`src/logic/sadc_defs.svh`:
```
`ifndef SADC_DEFS_SVH
`define SADC_DEFS_SVH

// Clock period in ps (125 MHz)
`define SADC_CLK_PS 8000
// Typical conversion time in ns
`define SADC_TCONV_TYP_NS 2470
// Longest conversion time in ns
`define SADC_TCONV_MAX_NS 2700
// Longest acquisition time in ns
`define SADC_TACQ_MAX_NS 300
// Least gap from valid data to busy rise in ns
`define SADC_TDB_MIN_NS 25
// Typical busy delay after end of conversion in ns
`define SADC_TDBE_TYP_NS 100
// Least data hold after read/convert falls in ns
`define SADC_THDR_MIN_NS 20
// Longest delay to high impedance in ns
`define SADC_THL_MAX_NS 150
// Result width in bits
`define SADC_RES_W 12
// Oscillator ticks per bit decision (cycles)
`define SADC_TICK_CYC 24
// Cycles of the typical busy delay after end of conversion (rounded down)
`define SADC_TDBE_CYC ((`SADC_TDBE_TYP_NS * 1000) / `SADC_CLK_PS)
// Least cycles from valid data to busy rise (rounded up)
`define SADC_TDB_CYC ((`SADC_TDB_MIN_NS * 1000 + `SADC_CLK_PS - 1) / `SADC_CLK_PS)

`endif

```
`src/logic/sadc_pkg.sv`:
```
package sadc_pkg;
    // Converter sequencer states, one-hot
    typedef enum logic [2:0] {
        SADC_IDLE = 3'b001,
        SADC_CONV = 3'b010,
        SADC_XFER = 3'b100
    } sadc_state_e;
    typedef logic [11:0] sadc_word_t;
endpackage

```
`src/logic/sadc_sar_if.sv`:
```
`timescale 1ns/100ps
// Link between the control block and the bit sequencer
interface sadc_sar_if;
    logic start;
    logic cmp;
    logic done;
    logic [11:0] result;
    modport ctrl (output start, output cmp, input done, input result);
    modport sar (input start, input cmp, output done, output result);
endinterface

```
`src/logic/sadc_sar.sv`:
```
`timescale 1ns/100ps
`include "sadc_defs.svh"
module sadc_sar
    import sadc_pkg::*;
(
    input wire logic clk,
    input wire logic reset,
    sadc_sar_if.sar sif
);
    logic [4:0] tick_r;
    logic [3:0] bit_r;
    logic run_r;
    logic done_r;
    sadc_word_t trial_r;

    // Internal oscillator tick divider
    always_ff @(posedge clk) begin
        if (reset || !run_r || tick_r == 5'(`SADC_TICK_CYC - 1)) begin
            tick_r <= 5'h00;
        end else begin
            tick_r <= tick_r + 5'h01;
        end
    end

    // Twelve bit decisions, most significant first
    always_ff @(posedge clk) begin
        done_r <= 1'b0;
        if (reset) begin
            run_r <= 1'b0;
            bit_r <= 4'h0;
            trial_r <= 12'h000;
        end else if (sif.start && !run_r) begin
            run_r <= 1'b1;
            bit_r <= 4'hb;
            trial_r <= 12'h800;
        end else if (run_r && tick_r == 5'(`SADC_TICK_CYC - 1)) begin
            trial_r[bit_r] <= sif.cmp;
            if (bit_r == 4'h0) begin
                run_r <= 1'b0;
                done_r <= 1'b1;
            end else begin
                trial_r[bit_r - 4'h1] <= 1'b1;
                bit_r <= bit_r - 4'h1;
            end
        end
    end

    assign sif.done = done_r;
    // Last decision already sits in trial_r when done is seen
    assign sif.result = trial_r;
endmodule // sadc_sar

```
`src/logic/sadc_ctrl.sv`:
```
`timescale 1ns/100ps
`include "sadc_defs.svh"
module sadc_ctrl
    import sadc_pkg::*;
(
    input wire logic clk,
    input wire logic reset,
    input wire logic read_conv,
    input wire logic sel_n,
    input wire logic upper_byte_sel,
    input wire logic cmp,
    output logic busy_n,
    output logic track,
    output logic [11:0] data_out,
    output logic [11:0] data_oe
);
    // ************************************************************
    // Conversion control
    // ************************************************************
    localparam int XFER_CYC = `SADC_TDBE_CYC;
    localparam int TDB_CYC = `SADC_TDB_CYC;

    sadc_sar_if sif ();
    sadc_state_e state_r;
    logic rc_d_r;
    logic [3:0] xfer_r;
    sadc_word_t result_r;
    logic busy_n_r;
    logic track_r;
    logic [11:0] data_r;
    logic [11:0] oe_r;
    logic start;

    // Start decode shared by sequencer and checks
    function automatic logic start_ok(input logic rc_prev, input logic rc, input logic sn,
                                      input logic ub, input logic bn);
        return rc_prev && !rc && !sn && !ub && bn;
    endfunction

    assign start = start_ok(rc_d_r, read_conv, sel_n, upper_byte_sel, busy_n_r);
    assign sif.start = (state_r == SADC_IDLE) && start;
    assign sif.cmp = cmp;

    sadc_sar u_sar (
        .clk(clk),
        .reset(reset),
        .sif(sif)
    );

    // Edge history of read/convert
    always_ff @(posedge clk) begin
        if (reset) begin
            rc_d_r <= 1'b0;
        end else begin
            rc_d_r <= read_conv;
        end
    end

    // Sequencer: idle, converting, transfer delay
    always_ff @(posedge clk) begin
        if (reset) begin
            state_r <= SADC_IDLE;
            xfer_r <= 4'h0;
        end else begin
            case (state_r)
                SADC_IDLE: begin
                    if (start) begin
                        state_r <= SADC_CONV;
                    end
                end
                SADC_CONV: begin
                    if (sif.done) begin
                        state_r <= SADC_XFER;
                        xfer_r <= 4'h0;
                    end
                end
                SADC_XFER: begin
                    if (xfer_r == 4'(XFER_CYC - 1)) begin
                        state_r <= SADC_IDLE;
                    end else begin
                        xfer_r <= xfer_r + 4'h1;
                    end
                end
                default: state_r <= SADC_IDLE;
            endcase
        end
    end

    // Result latch at internal end of conversion
    always_ff @(posedge clk) begin
        if (reset) begin
            result_r <= 12'h000;
        end else if (state_r == SADC_CONV && sif.done) begin
            result_r <= sif.result;
        end
    end

    // Busy and tracking flags
    always_ff @(posedge clk) begin
        if (reset) begin
            busy_n_r <= 1'b1;
            track_r <= 1'b1;
        end else begin
            if (start) begin
                busy_n_r <= 1'b0;
            end else if (state_r == SADC_XFER && xfer_r == 4'(XFER_CYC - 1)) begin
                busy_n_r <= 1'b1;
            end
            if (start) begin
                track_r <= 1'b0;
            end else if (state_r == SADC_CONV && sif.done) begin
                track_r <= 1'b1;
            end
        end
    end

    // ************************************************************
    // Output drivers
    // ************************************************************
    // Enable and byte steering, one clock from the pins
    always_ff @(posedge clk) begin
        if (reset) begin
            oe_r <= 12'h000;
            data_r <= 12'h000;
        end else if (read_conv && busy_n_r && !sel_n && state_r == SADC_IDLE) begin
            if (upper_byte_sel) begin
                oe_r <= 12'h0ff;
                data_r <= {4'h0, result_r[11:8], 4'h0};
            end else begin
                oe_r <= 12'hfff;
                data_r <= result_r;
            end
        end else begin
            oe_r <= 12'h000;
        end
    end

    assign busy_n = busy_n_r;
    assign track = track_r;
    assign data_out = data_r;
    assign data_oe = oe_r;

    // ************************************************************
    // Checks
    // ************************************************************
    AST_START_BUSY: assert property (@(posedge clk) disable iff (reset)
        start |=> !busy_n) else $error("busy not low after start");
    AST_NO_SPURIOUS: assert property (@(posedge clk) disable iff (reset)
        $fell(busy_n) |-> $past(rc_d_r) && !$past(read_conv) && !$past(sel_n)
        && !$past(upper_byte_sel)) else $error("start without valid edge");
    AST_BUSY_STATE: assert property (@(posedge clk) disable iff (reset)
        busy_n == (state_r == SADC_IDLE)) else $error("busy disagrees with state");
    AST_OE_OFF_CONV: assert property (@(posedge clk) disable iff (reset)
        !busy_n |=> data_oe == 12'h000) else $error("drivers on during conversion");
    AST_CONV_LEN: assert property (@(posedge clk) disable iff (reset)
        $fell(busy_n) |-> !busy_n [*8] ##[1:330] busy_n) else $error("conversion too long");
    AST_TRACK: assert property (@(posedge clk) disable iff (reset)
        $rose(track) |-> !busy_n) else $error("tracking not before busy rise");
    AST_OE_COND: assert property (@(posedge clk) disable iff (reset)
        data_oe != 12'h000 |-> $past(read_conv) && $past(busy_n) && !$past(sel_n))
        else $error("drivers on without conditions");
    AST_HIBYTE: assert property (@(posedge clk) disable iff (reset)
        data_oe == 12'h0ff |-> data_out[3:0] == 4'h0 && data_out[11:8] == 4'h0)
        else $error("upper byte lanes wrong");
    AST_OFF_FAST: assert property (@(posedge clk) disable iff (reset)
        $fell(read_conv) || $rose(sel_n) |=> data_oe == 12'h000)
        else $error("drivers not released");
    AST_XFER_GAP: assert property (@(posedge clk) disable iff (reset)
        $rose(busy_n) |-> $past(state_r, TDB_CYC) == SADC_XFER)
        else $error("busy rose too soon after data");
endmodule // sadc_ctrl

```
`config.mk`:
```
export PLATFORM = sky130hd
export DESIGN_NAME = sadc_ctrl
export DESIGN_NICKNAME = d
export VERILOG_FILES = /design/src/logic/sadc_pkg.sv /design/src/logic/sadc_sar_if.sv /design/src/logic/sadc_sar.sv /design/src/logic/sadc_ctrl.sv
export VERILOG_INCLUDE_DIRS = /design/src /design/src/logic
export SDC_FILE = /design/constraint.sdc
export NUM_CORES = 1
export LEC_CHECK = 0
export ABC_CLOCK_PERIOD_IN_PS = 3500
export BUFFER_PORTS_ARGS = -buffer_cell sky130_fd_sc_hd__buf_2
export CAP_MARGIN = 20
export CORE_MARGIN = 1.5
export CORE_UTILIZATION = 61
export DETAILED_ROUTE_END_ITERATION = 12
export GPL_TIMING_DRIVEN = 0
export PLACE_DENSITY = 0.91
export REMOVE_ABC_BUFFERS = 1
export SYNTH_ARGS = -nofsm -noshare
export SYNTH_HDL_FRONTEND = slang
export SYNTH_SLANG_ARGS = --single-unit
```
`constraint.sdc`:
```
create_clock -name clk -period 3.5 [get_ports clk]
set_input_delay 0.175 -clock clk [delete_from_list [all_inputs] [get_ports clk]]
set_output_delay 0.175 -clock clk [all_outputs]
set_load 0.02 [all_outputs]
```
==> results of run 1 <==
[worst max-delay path, cell delays in order (launching register included)]
cell,delay [ps]
dfxtp_1,530
nor3b_2,280
and4b_1,480
nor3b_4,440
a22o_1,200
[flip-flops by register name, indices dropped and copies added (netlist names)]
signal,flops
data_out,12
state_r,3
result_r,12
data_oe,2
xfer_r,4
u_sar.bit_r,4
u_sar.sif.done,1
busy_n,1
u_sar.sif.result,12
u_sar.tick_r,5
rc_d_r,1
track,1
u_sar.run_r,1
[per-stage QoR]
step / setup slack [ps] / hold WS (ps) / utilization / instance area, um^2
after floorplan: 1858 / 237.4 / - / 2361
after global placement: 1583 / 418.6 / 0.6447 / 2579
after detailed placement: 1505 / 425.6 / 0.6447 / 2579
after CTS: 1489 / 76.25 / 0.6932 / 2773
after global routing: 1334 / 122.9 / 0.6932 / 2773
final: 1522 / 85.17 / 0.6932 / 2773
[metal layers]
layer,track usage,up-vias
li1,-,990
met1,0.2888,935
met2,0.3591,55
met3,0.06000,8
met4,0.09184,0
met5,0,-
[layout make-up]
type / count / share of cell area
Sequential cell: 59 / 0.4260
Multi-Input combinational cell: 178 / 0.4188
Timing Repair Buffer: 31 / 0.05596
Clock buffer: 11 / 0.05099
Tap cell: 50 / 0.02256
Clock inverter: 5 / 0.01895
Inverter: 5 / 0.006769
[synthesized netlist by cell type, drive strengths merged, types with 2 or more instances]
library cell	n
nand3	9
o21ai	6
o22ai	4
nand2b	4
mux2i	5
and2	4
ha	2
or3	3
nand2	33
nor2b	5
dfxtp	59
and3	2
o21bai	2
a31oi	5
a21oi	30
nor2	12
a311oi	4
nand4b	2
a211oi	7
clkbuf	7
xor2	3
buf	21
nand4	2
nor3	6
inv	5
a22o	8
and4b	2
nor3b	4
[report_power, final]
| group | internal [W] | total, W | leakage, nW | switching [W] |
|---|---|---|---|---|
| logic | 0.0000197 | 0.0000619 | 0.475 | 0.0000423 |
| clock network | 0.000344 | 0.000604 | 0.0991 | 0.000260 |
| registers | 0.000678 | 0.000685 | 0.477 | 0.00000666 |
[worst max path at each step]
| stage | startpoint | slack [ps] | to |
|---|---|---|---|
| after detailed placement | state_r[0]$_SDFFE_PP1P_ | 1500 | data_out[2]$_SDFFE_PP0P_ |
| final | state_r[0]$_SDFFE_PP1P_ | 1520 | data_out[2]$_SDFFE_PP0P_ |
| after global routing | state_r[0]$_SDFFE_PP1P_ | 1330 | data_out[3]$_SDFFE_PP0P_ |
| after CTS | state_r[0]$_SDFFE_PP1P_ | 1490 | data_out[2]$_SDFFE_PP0P_ |
| after global placement | state_r[0]$_SDFFE_PP1P_ | 1580 | data_out[0]$_SDFFE_PP0P_ |
| after floorplan | state_r[0]$_SDFFE_PP1P_ | 1860 | data_out[0]$_SDFFE_PP0P_ |
[kinds of logic after synthesis]
kind of cell	count (synthesis)	synth area share
simple gates	94	0.2150
flops	59	0.4643
mux	5	0.01968
buf+inv	33	0.07919
compound gates	73	0.1982
fa+ha+maj	2	0.009836
xor+xnor	4	0.01378
==> results by group, run 1 <==
Outcome
  • Status: finished, final reports clean

Synthesis
  • Dominant synthesized flop cell: dfxtp_1
  • Syn_area_per_cell: 9.421 um^2
  • Seq/Total Area, Yosys: 0.4643
  • Yosys reg bits: 59
  • Mapped Area: 2544 um^2
  • Top post-synthesis cells by area: dfxtp_1 (46%), a21oi_1 (4.1%), buf_4 (3.5%)
  • Top-area cell type share of the netlist area: 0.4643
  • Cells after Synth: 270
  • Yosys warning total: 0
  • Fraction of registers with async set/reset: 0
  • Post-synth cell types: 51
  • EDFF count, synth: 0
  • Largest area contributor in the netlist: dfxtp_1

Route
  • Vias per cell: just under 6
  • Drt first-iter violations: between 100 and 150
  • Vias: roughly 2000
  • Final Routed Wirelength: 4704 um
  • M1 WL: about 2200 um
  • Met2 WL: 2221 um
  • Drt pass-1 iters: 4
  • Max layer used: met4
  • Metal3 WL: 209 um
  • Post-route ant nets: 0
  • Wirelength per Cell: between 10 and 15 um
  • Residual DRC: 0

Setup path
  • Arrival time at the worst endpoint: 2260 ps
  • Reg-to-reg endpoint: data_out[2]$_SDFFE_PP0P_
  • CP required: 3780 ps
  • CP Capture Type: flop
  • Worst r2r src: state_r[0]$_SDFFE_PP1P_
  • Reg2Reg Depth: 4
  • Crit path kind: flop to flop
  • Reg2Reg Setup Slack: roughly 1500 ps
  • Crit path max fanout: 11
  • CP startpoint kind: flop

Clock network
  • H-Tree Level Count: 3
  • Post-CTS sizing: 0
  • CTS tree: yes
  • Clk sinks: 59
  • Clock Latency Late Sink: 340 ps
  • Hold bufs inserted after CTS: 0
  • Total CTS buffers: 9
  • Clock root buffer: clkbuf_8
  • Worst-path clk slew: roughly 70 ps
  • Setup bufs post-CTS: 0
  • Clock tree buffer depth: 2

Global routing
  • Largest net degree at the start of global routing: 38
  • Tot GR Track Use: 0.2256
  • Grt ovf: 0
  • Number of global-route vias before repair: 1678
  • First-pass GRT wire length: 7707 um
  • Initial antenna violation count: 0

Worst hold path
  • Tightest Hold Check Type: primary input to flop
  • Hold Crit Depth: 2
  • Hold Startpoint: read_conv
  • Hold EP: rc_d_r$_SDFF_PP0_

Layout
  • Area growth, synth to finish: 9.001%
  • Multi-input gate area: 1161 um^2
  • Fin nets: roughly 300
  • N_diodes: 0
  • Final std cells w/o fill: 339
  • Share of layout cells above drive strength 1: 0.2491
  • Register area: 1181 um^2
  • Commonest non-fill, non-tap cell in the layout: dfxtp_1
  • Fill cells: 293
  • Commonest cells after routing, fill and taps aside: dfxtp_1 (59), buf_2 (31), nand2_1 (24)

Floorplan
  • Core area: 4000 um^2
  • Die Span X: 67.58 um
  • Die Y: 67.58 um
  • Starting Density: 0.6359
  • Rows: 23
  • Io pins: 32
  • Die ar.: 4566 um^2

STA
  • Worst Clk Skew: a little under 7 ps
  • # setup viols final: 0
  • Final hold vios: 0
  • Fin crit share: 0.5650
  • Actual slew at the worst max-slew pin: between 800 and 900 ps
  • Tmin final: 1978 ps
  • Max Slew Vio Count: 0
  • Achievable clock frequency: 505.7 MHz
  • Unrepaired setup endpoints after global routing: false
  • Slew HR: 0.4590
  • Post-Route Setup TNS: 0 ps

Placement
  • Port Buf Inserts: 31
  • Post-DP HPWL: 3121 um
  • Number of cells after detailed placement: 323
  • Final Wtd Congestion: 0.8215

Power
  • Total Power: 0.001351 W
  • Pwr/cell area: a little under 500 nW/um^2
  • Leakage: 1.051 nW
  • Peak VDD IR: 0.0002452 V

Flow run
  • Max cap viols: 0
Power figures use the tool's default switching activity.
==> run 2, diff against run 1 <==
--- a/config.mk
+++ b/config.mk
@@ -6,14 +6,14 @@
 export SDC_FILE = /design/constraint.sdc
 export NUM_CORES = 1
 export LEC_CHECK = 0
-export ABC_CLOCK_PERIOD_IN_PS = 3500
+export ABC_CLOCK_PERIOD_IN_PS = 2000
 export BUFFER_PORTS_ARGS = -buffer_cell sky130_fd_sc_hd__buf_2
 export CAP_MARGIN = 20
 export CORE_MARGIN = 1.5
-export CORE_UTILIZATION = 61
+export CORE_UTILIZATION = 57
 export DETAILED_ROUTE_END_ITERATION = 12
 export GPL_TIMING_DRIVEN = 0
-export PLACE_DENSITY = 0.91
+export PLACE_DENSITY = 0.87
 export REMOVE_ABC_BUFFERS = 1
 export SYNTH_ARGS = -nofsm -noshare
 export SYNTH_HDL_FRONTEND = slang
==> constraint.sdc (replaced) <==
create_clock -name clk -period 2 [get_ports clk]
set_input_delay 0.1 -clock clk [delete_from_list [all_inputs] [get_ports clk]]
set_output_delay 0.1 -clock clk [all_outputs]
set_load 0.02 [all_outputs]
==> results by group, run 2 (synthesis gave the netlist of run 1 again) <==
Layout
  • Fin nets: 293 (+0.34%)
  • Post-route cell area: 2843 um^2 (+2.5%)
  • N_diodes: 0 (unchanged)
  • Share of layout cells above drive strength 1: 0.2655 (+0.01638)
  • Commonest non-fill, non-tap cell in the layout: dfxtp_1
  • Final core utilization: 0.6574 (-0.03574)
  • Area growth, synth to finish: 11.76%
  • Commonest cells after routing, fill and taps aside: dfxtp_1 (59), buf_2 (31), nand2_1 (24)

Setup path
  • Arrival time at the worst endpoint: 2020 ps (-240 ps)
  • Worst r2r src: state_r[1]$_SDFFE_PP0P_
  • CP startpoint kind: flop
  • Reg2Reg Depth: 4 (unchanged)
  • CP required: 2190 ps (-1590 ps)
  • Crit path max fanout: 15 (+4)
  • CP cell instances: inv_2 > or4b_1 > nand3_1 > a21oi_1
  • Reg-to-reg endpoint: xfer_r[0]$_SDFFE_PP0P_
  • Slowest Stage Delay on Critical Path: 860 ps (+330 ps)
  • Reg2Reg Setup Slack: 170 ps (-1350 ps)
  • CP Capture Type: flop
  • Critical Path Slowest Stage Cell: or4b_1
  • Crit path kind: flop to flop

Route
  • Post-route ant nets: 0 (unchanged)
  • Vias: 2020 (+1.6%)
  • Final Routed Wirelength: 5062 um (+7.6%)
  • Vias per cell: 5.906 (+0.72%)
  • Wirelength per Cell: 14.80 um (+6.7%)
  • Drt pass-1 iters: 5 (+1)
  • Drt first-iter violations: 164 (+26%)
  • Residual DRC: 0 (unchanged)

Floorplan
  • Die ar.: 4872 um^2 (+6.7%)
  • Core area: 4324 um^2 (+8.1%)
  • Die Span X: 69.80 um (+3.3%)
  • Rows: 24 (+4.3%)
  • Die Y: 69.80 um (+3.3%)
  • Starting Density: 0.5883 (-0.04766)
  • Io pins: 32 (unchanged)

Clock network
  • Total CTS buffers: 9 (unchanged)
  • Worst-path clk slew: 70 ps (about the same)
  • Clk sinks: 59 (unchanged)
  • H-Tree Level Count: 3 (unchanged)
  • Hold bufs inserted after CTS: 0 (unchanged)
  • Clock Latency Late Sink: 340 ps (about the same)
  • CTS tree: yes
  • Clock root buffer: clkbuf_8
  • Clock tree buffer depth: 2 (unchanged)

STA
  • Slew HR: 0.4711 (+0.01209)
  • Post-Route Setup TNS: 0 ps (unchanged)
  • Actual slew at the worst max-slew pin: 793.4 ps (-14.71 ps)
  • Final hold vios: 0 (unchanged)
  • Worst hold slack: 8.887 ps (-76.28 ps)
  • Fin crit share: 0.9153 (+0.3503)
  • # setup viols final: 0 (unchanged)
  • Max Slew Vio Count: 0 (unchanged)
  • Worst Clk Skew: 3.152 ps (-3.569 ps)
  • Unrepaired setup endpoints after global routing: false
  • Achievable clock frequency: 546.3 MHz (+8.0%)
  • Tmin final: 1831 ps (-146.9 ps)

Worst hold path
  • Hold Startpoint: read_conv
  • Hold Crit Depth: 2 (unchanged)
  • Tightest Hold Check Type: primary input to flop
  • Hold EP: rc_d_r$_SDFF_PP0_

Global routing
  • Largest net degree at the start of global routing: 38 (unchanged)
  • Initial antenna violation count: 0 (unchanged)
  • Tot GR Track Use: 0.2204 (-0.005226)
  • Grt ovf: 0 (unchanged)
  • Number of global-route vias before repair: 1916 (+14%)
  • First-pass GRT wire length: 8562 um (+11%)

Outcome
  • Status: finished, final reports clean

Placement
  • Area after DPL: 2581 um^2 (about the same)
  • Final Wtd Congestion: 0.8875 (+8.0%)
  • Port Buf Inserts: 31 (unchanged)
  • Post-DP HPWL: 3134 um (+0.43%)

Power
  • Total Power: 0.002572 W (+90%)
  • Peak VDD IR: 0.0004940 V (+100%)
  • Leakage: 1.075 nW (+2.3%)
  • Pwr/cell area: 904.8 nW/um^2 (+86%)

Flow run
  • Max cap viols: 0 (unchanged)
run 2: changes by cell type in the layout (fill, tap and decap cells not counted), sizes merged:
cell    before  now
bufinv       1    2
buf         31   32
clkinv       3    2
run 2: worst max-delay path by stage:
| stage | from | to | slack, ps | cells after the start |
|---|---|---|---|---|
| floorplan | state_r[0]$_SDFFE_PP1P_ | data_out[0]$_SDFFE_PP0P_ | 360 | 4 |
| global placement | state_r[0]$_SDFFE_PP1P_ | data_out[0]$_SDFFE_PP0P_ | 130 | 4 |
| detailed placement | state_r[0]$_SDFFE_PP1P_ | data_out[0]$_SDFFE_PP0P_ | 80 | 4 |
| CTS | state_r[0]$_SDFFE_PP1P_ | data_out[0]$_SDFFE_PP0P_ | 60 | 4 |
| global route | state_r[0]$_SDFFE_PP1P_ | data_out[9]$_SDFFE_PP0P_ | 80 | 5 |
| finish | state_r[1]$_SDFFE_PP0P_ | xfer_r[0]$_SDFFE_PP0P_ | 170 | 4 |
run 2: cell type report:
| class | count | area [um^2] |
|---|---|---|
| well taps | 52 | 65.06 |
| multi-input cells | 178 | 1166 |
| clock inverters | 5 | 85.08 |
| repair buffers | 32 | 175.2 |
| fillers | 333 | 1481 |
| clock buffers | 11 | 151.4 |
| inverters | 5 | 18.77 |
| flip-flops and latches | 59 | 1181 |
run 2: metrics by stage:
step / cells / setup WS, ps
floorplan: 242 / 357.6
global placement: 325 / 134.4
detailed placement: 325 / 80.27
CTS: 341 / 61.10
global route: 342 / 80.77
finish: 342 / 169.4
run 2: critical path, delay by kind of cell, from the launching register on:
| family | cells | cell delay [ps] |
|---|---|---|
| AO/OA/AOI/OAI | 1 | 80 |
| flip-flops | 1 | 420 |
| AND/OR/NAND/NOR | 2 | 1080 |
| buffers and inverters | 1 | 100 |
run 2: power breakdown:
group	internal [W]	switching [W]	leakage, nW
clock network	0.000773	0.000487	0.116
logic	0.0000370	0.0000755	0.482
registers	0.00119	0.0000127	0.477
run 2: timing repair:
item,in CTS,in global routing
buffers inserted,0,1
setup endpoints to repair,0,12
gates resized for setup,0,3
run 2: routing by layer:
| layer | share of wire | routed length (um) | vias up | GRT usage |
|---|---|---|---|---|
| met5 | 0 | 0 | - | 0 |
| met4 | 0.016 | 83 | 0 | 0.08547 |
| met3 | 0.059 | 301 | 9 | 0.06686 |
| met2 | 0.48 | 2427 | 73 | 0.3460 |
| met1 | 0.44 | 2249 | 952 | 0.2852 |
| li1 | - | - | 986 | - |
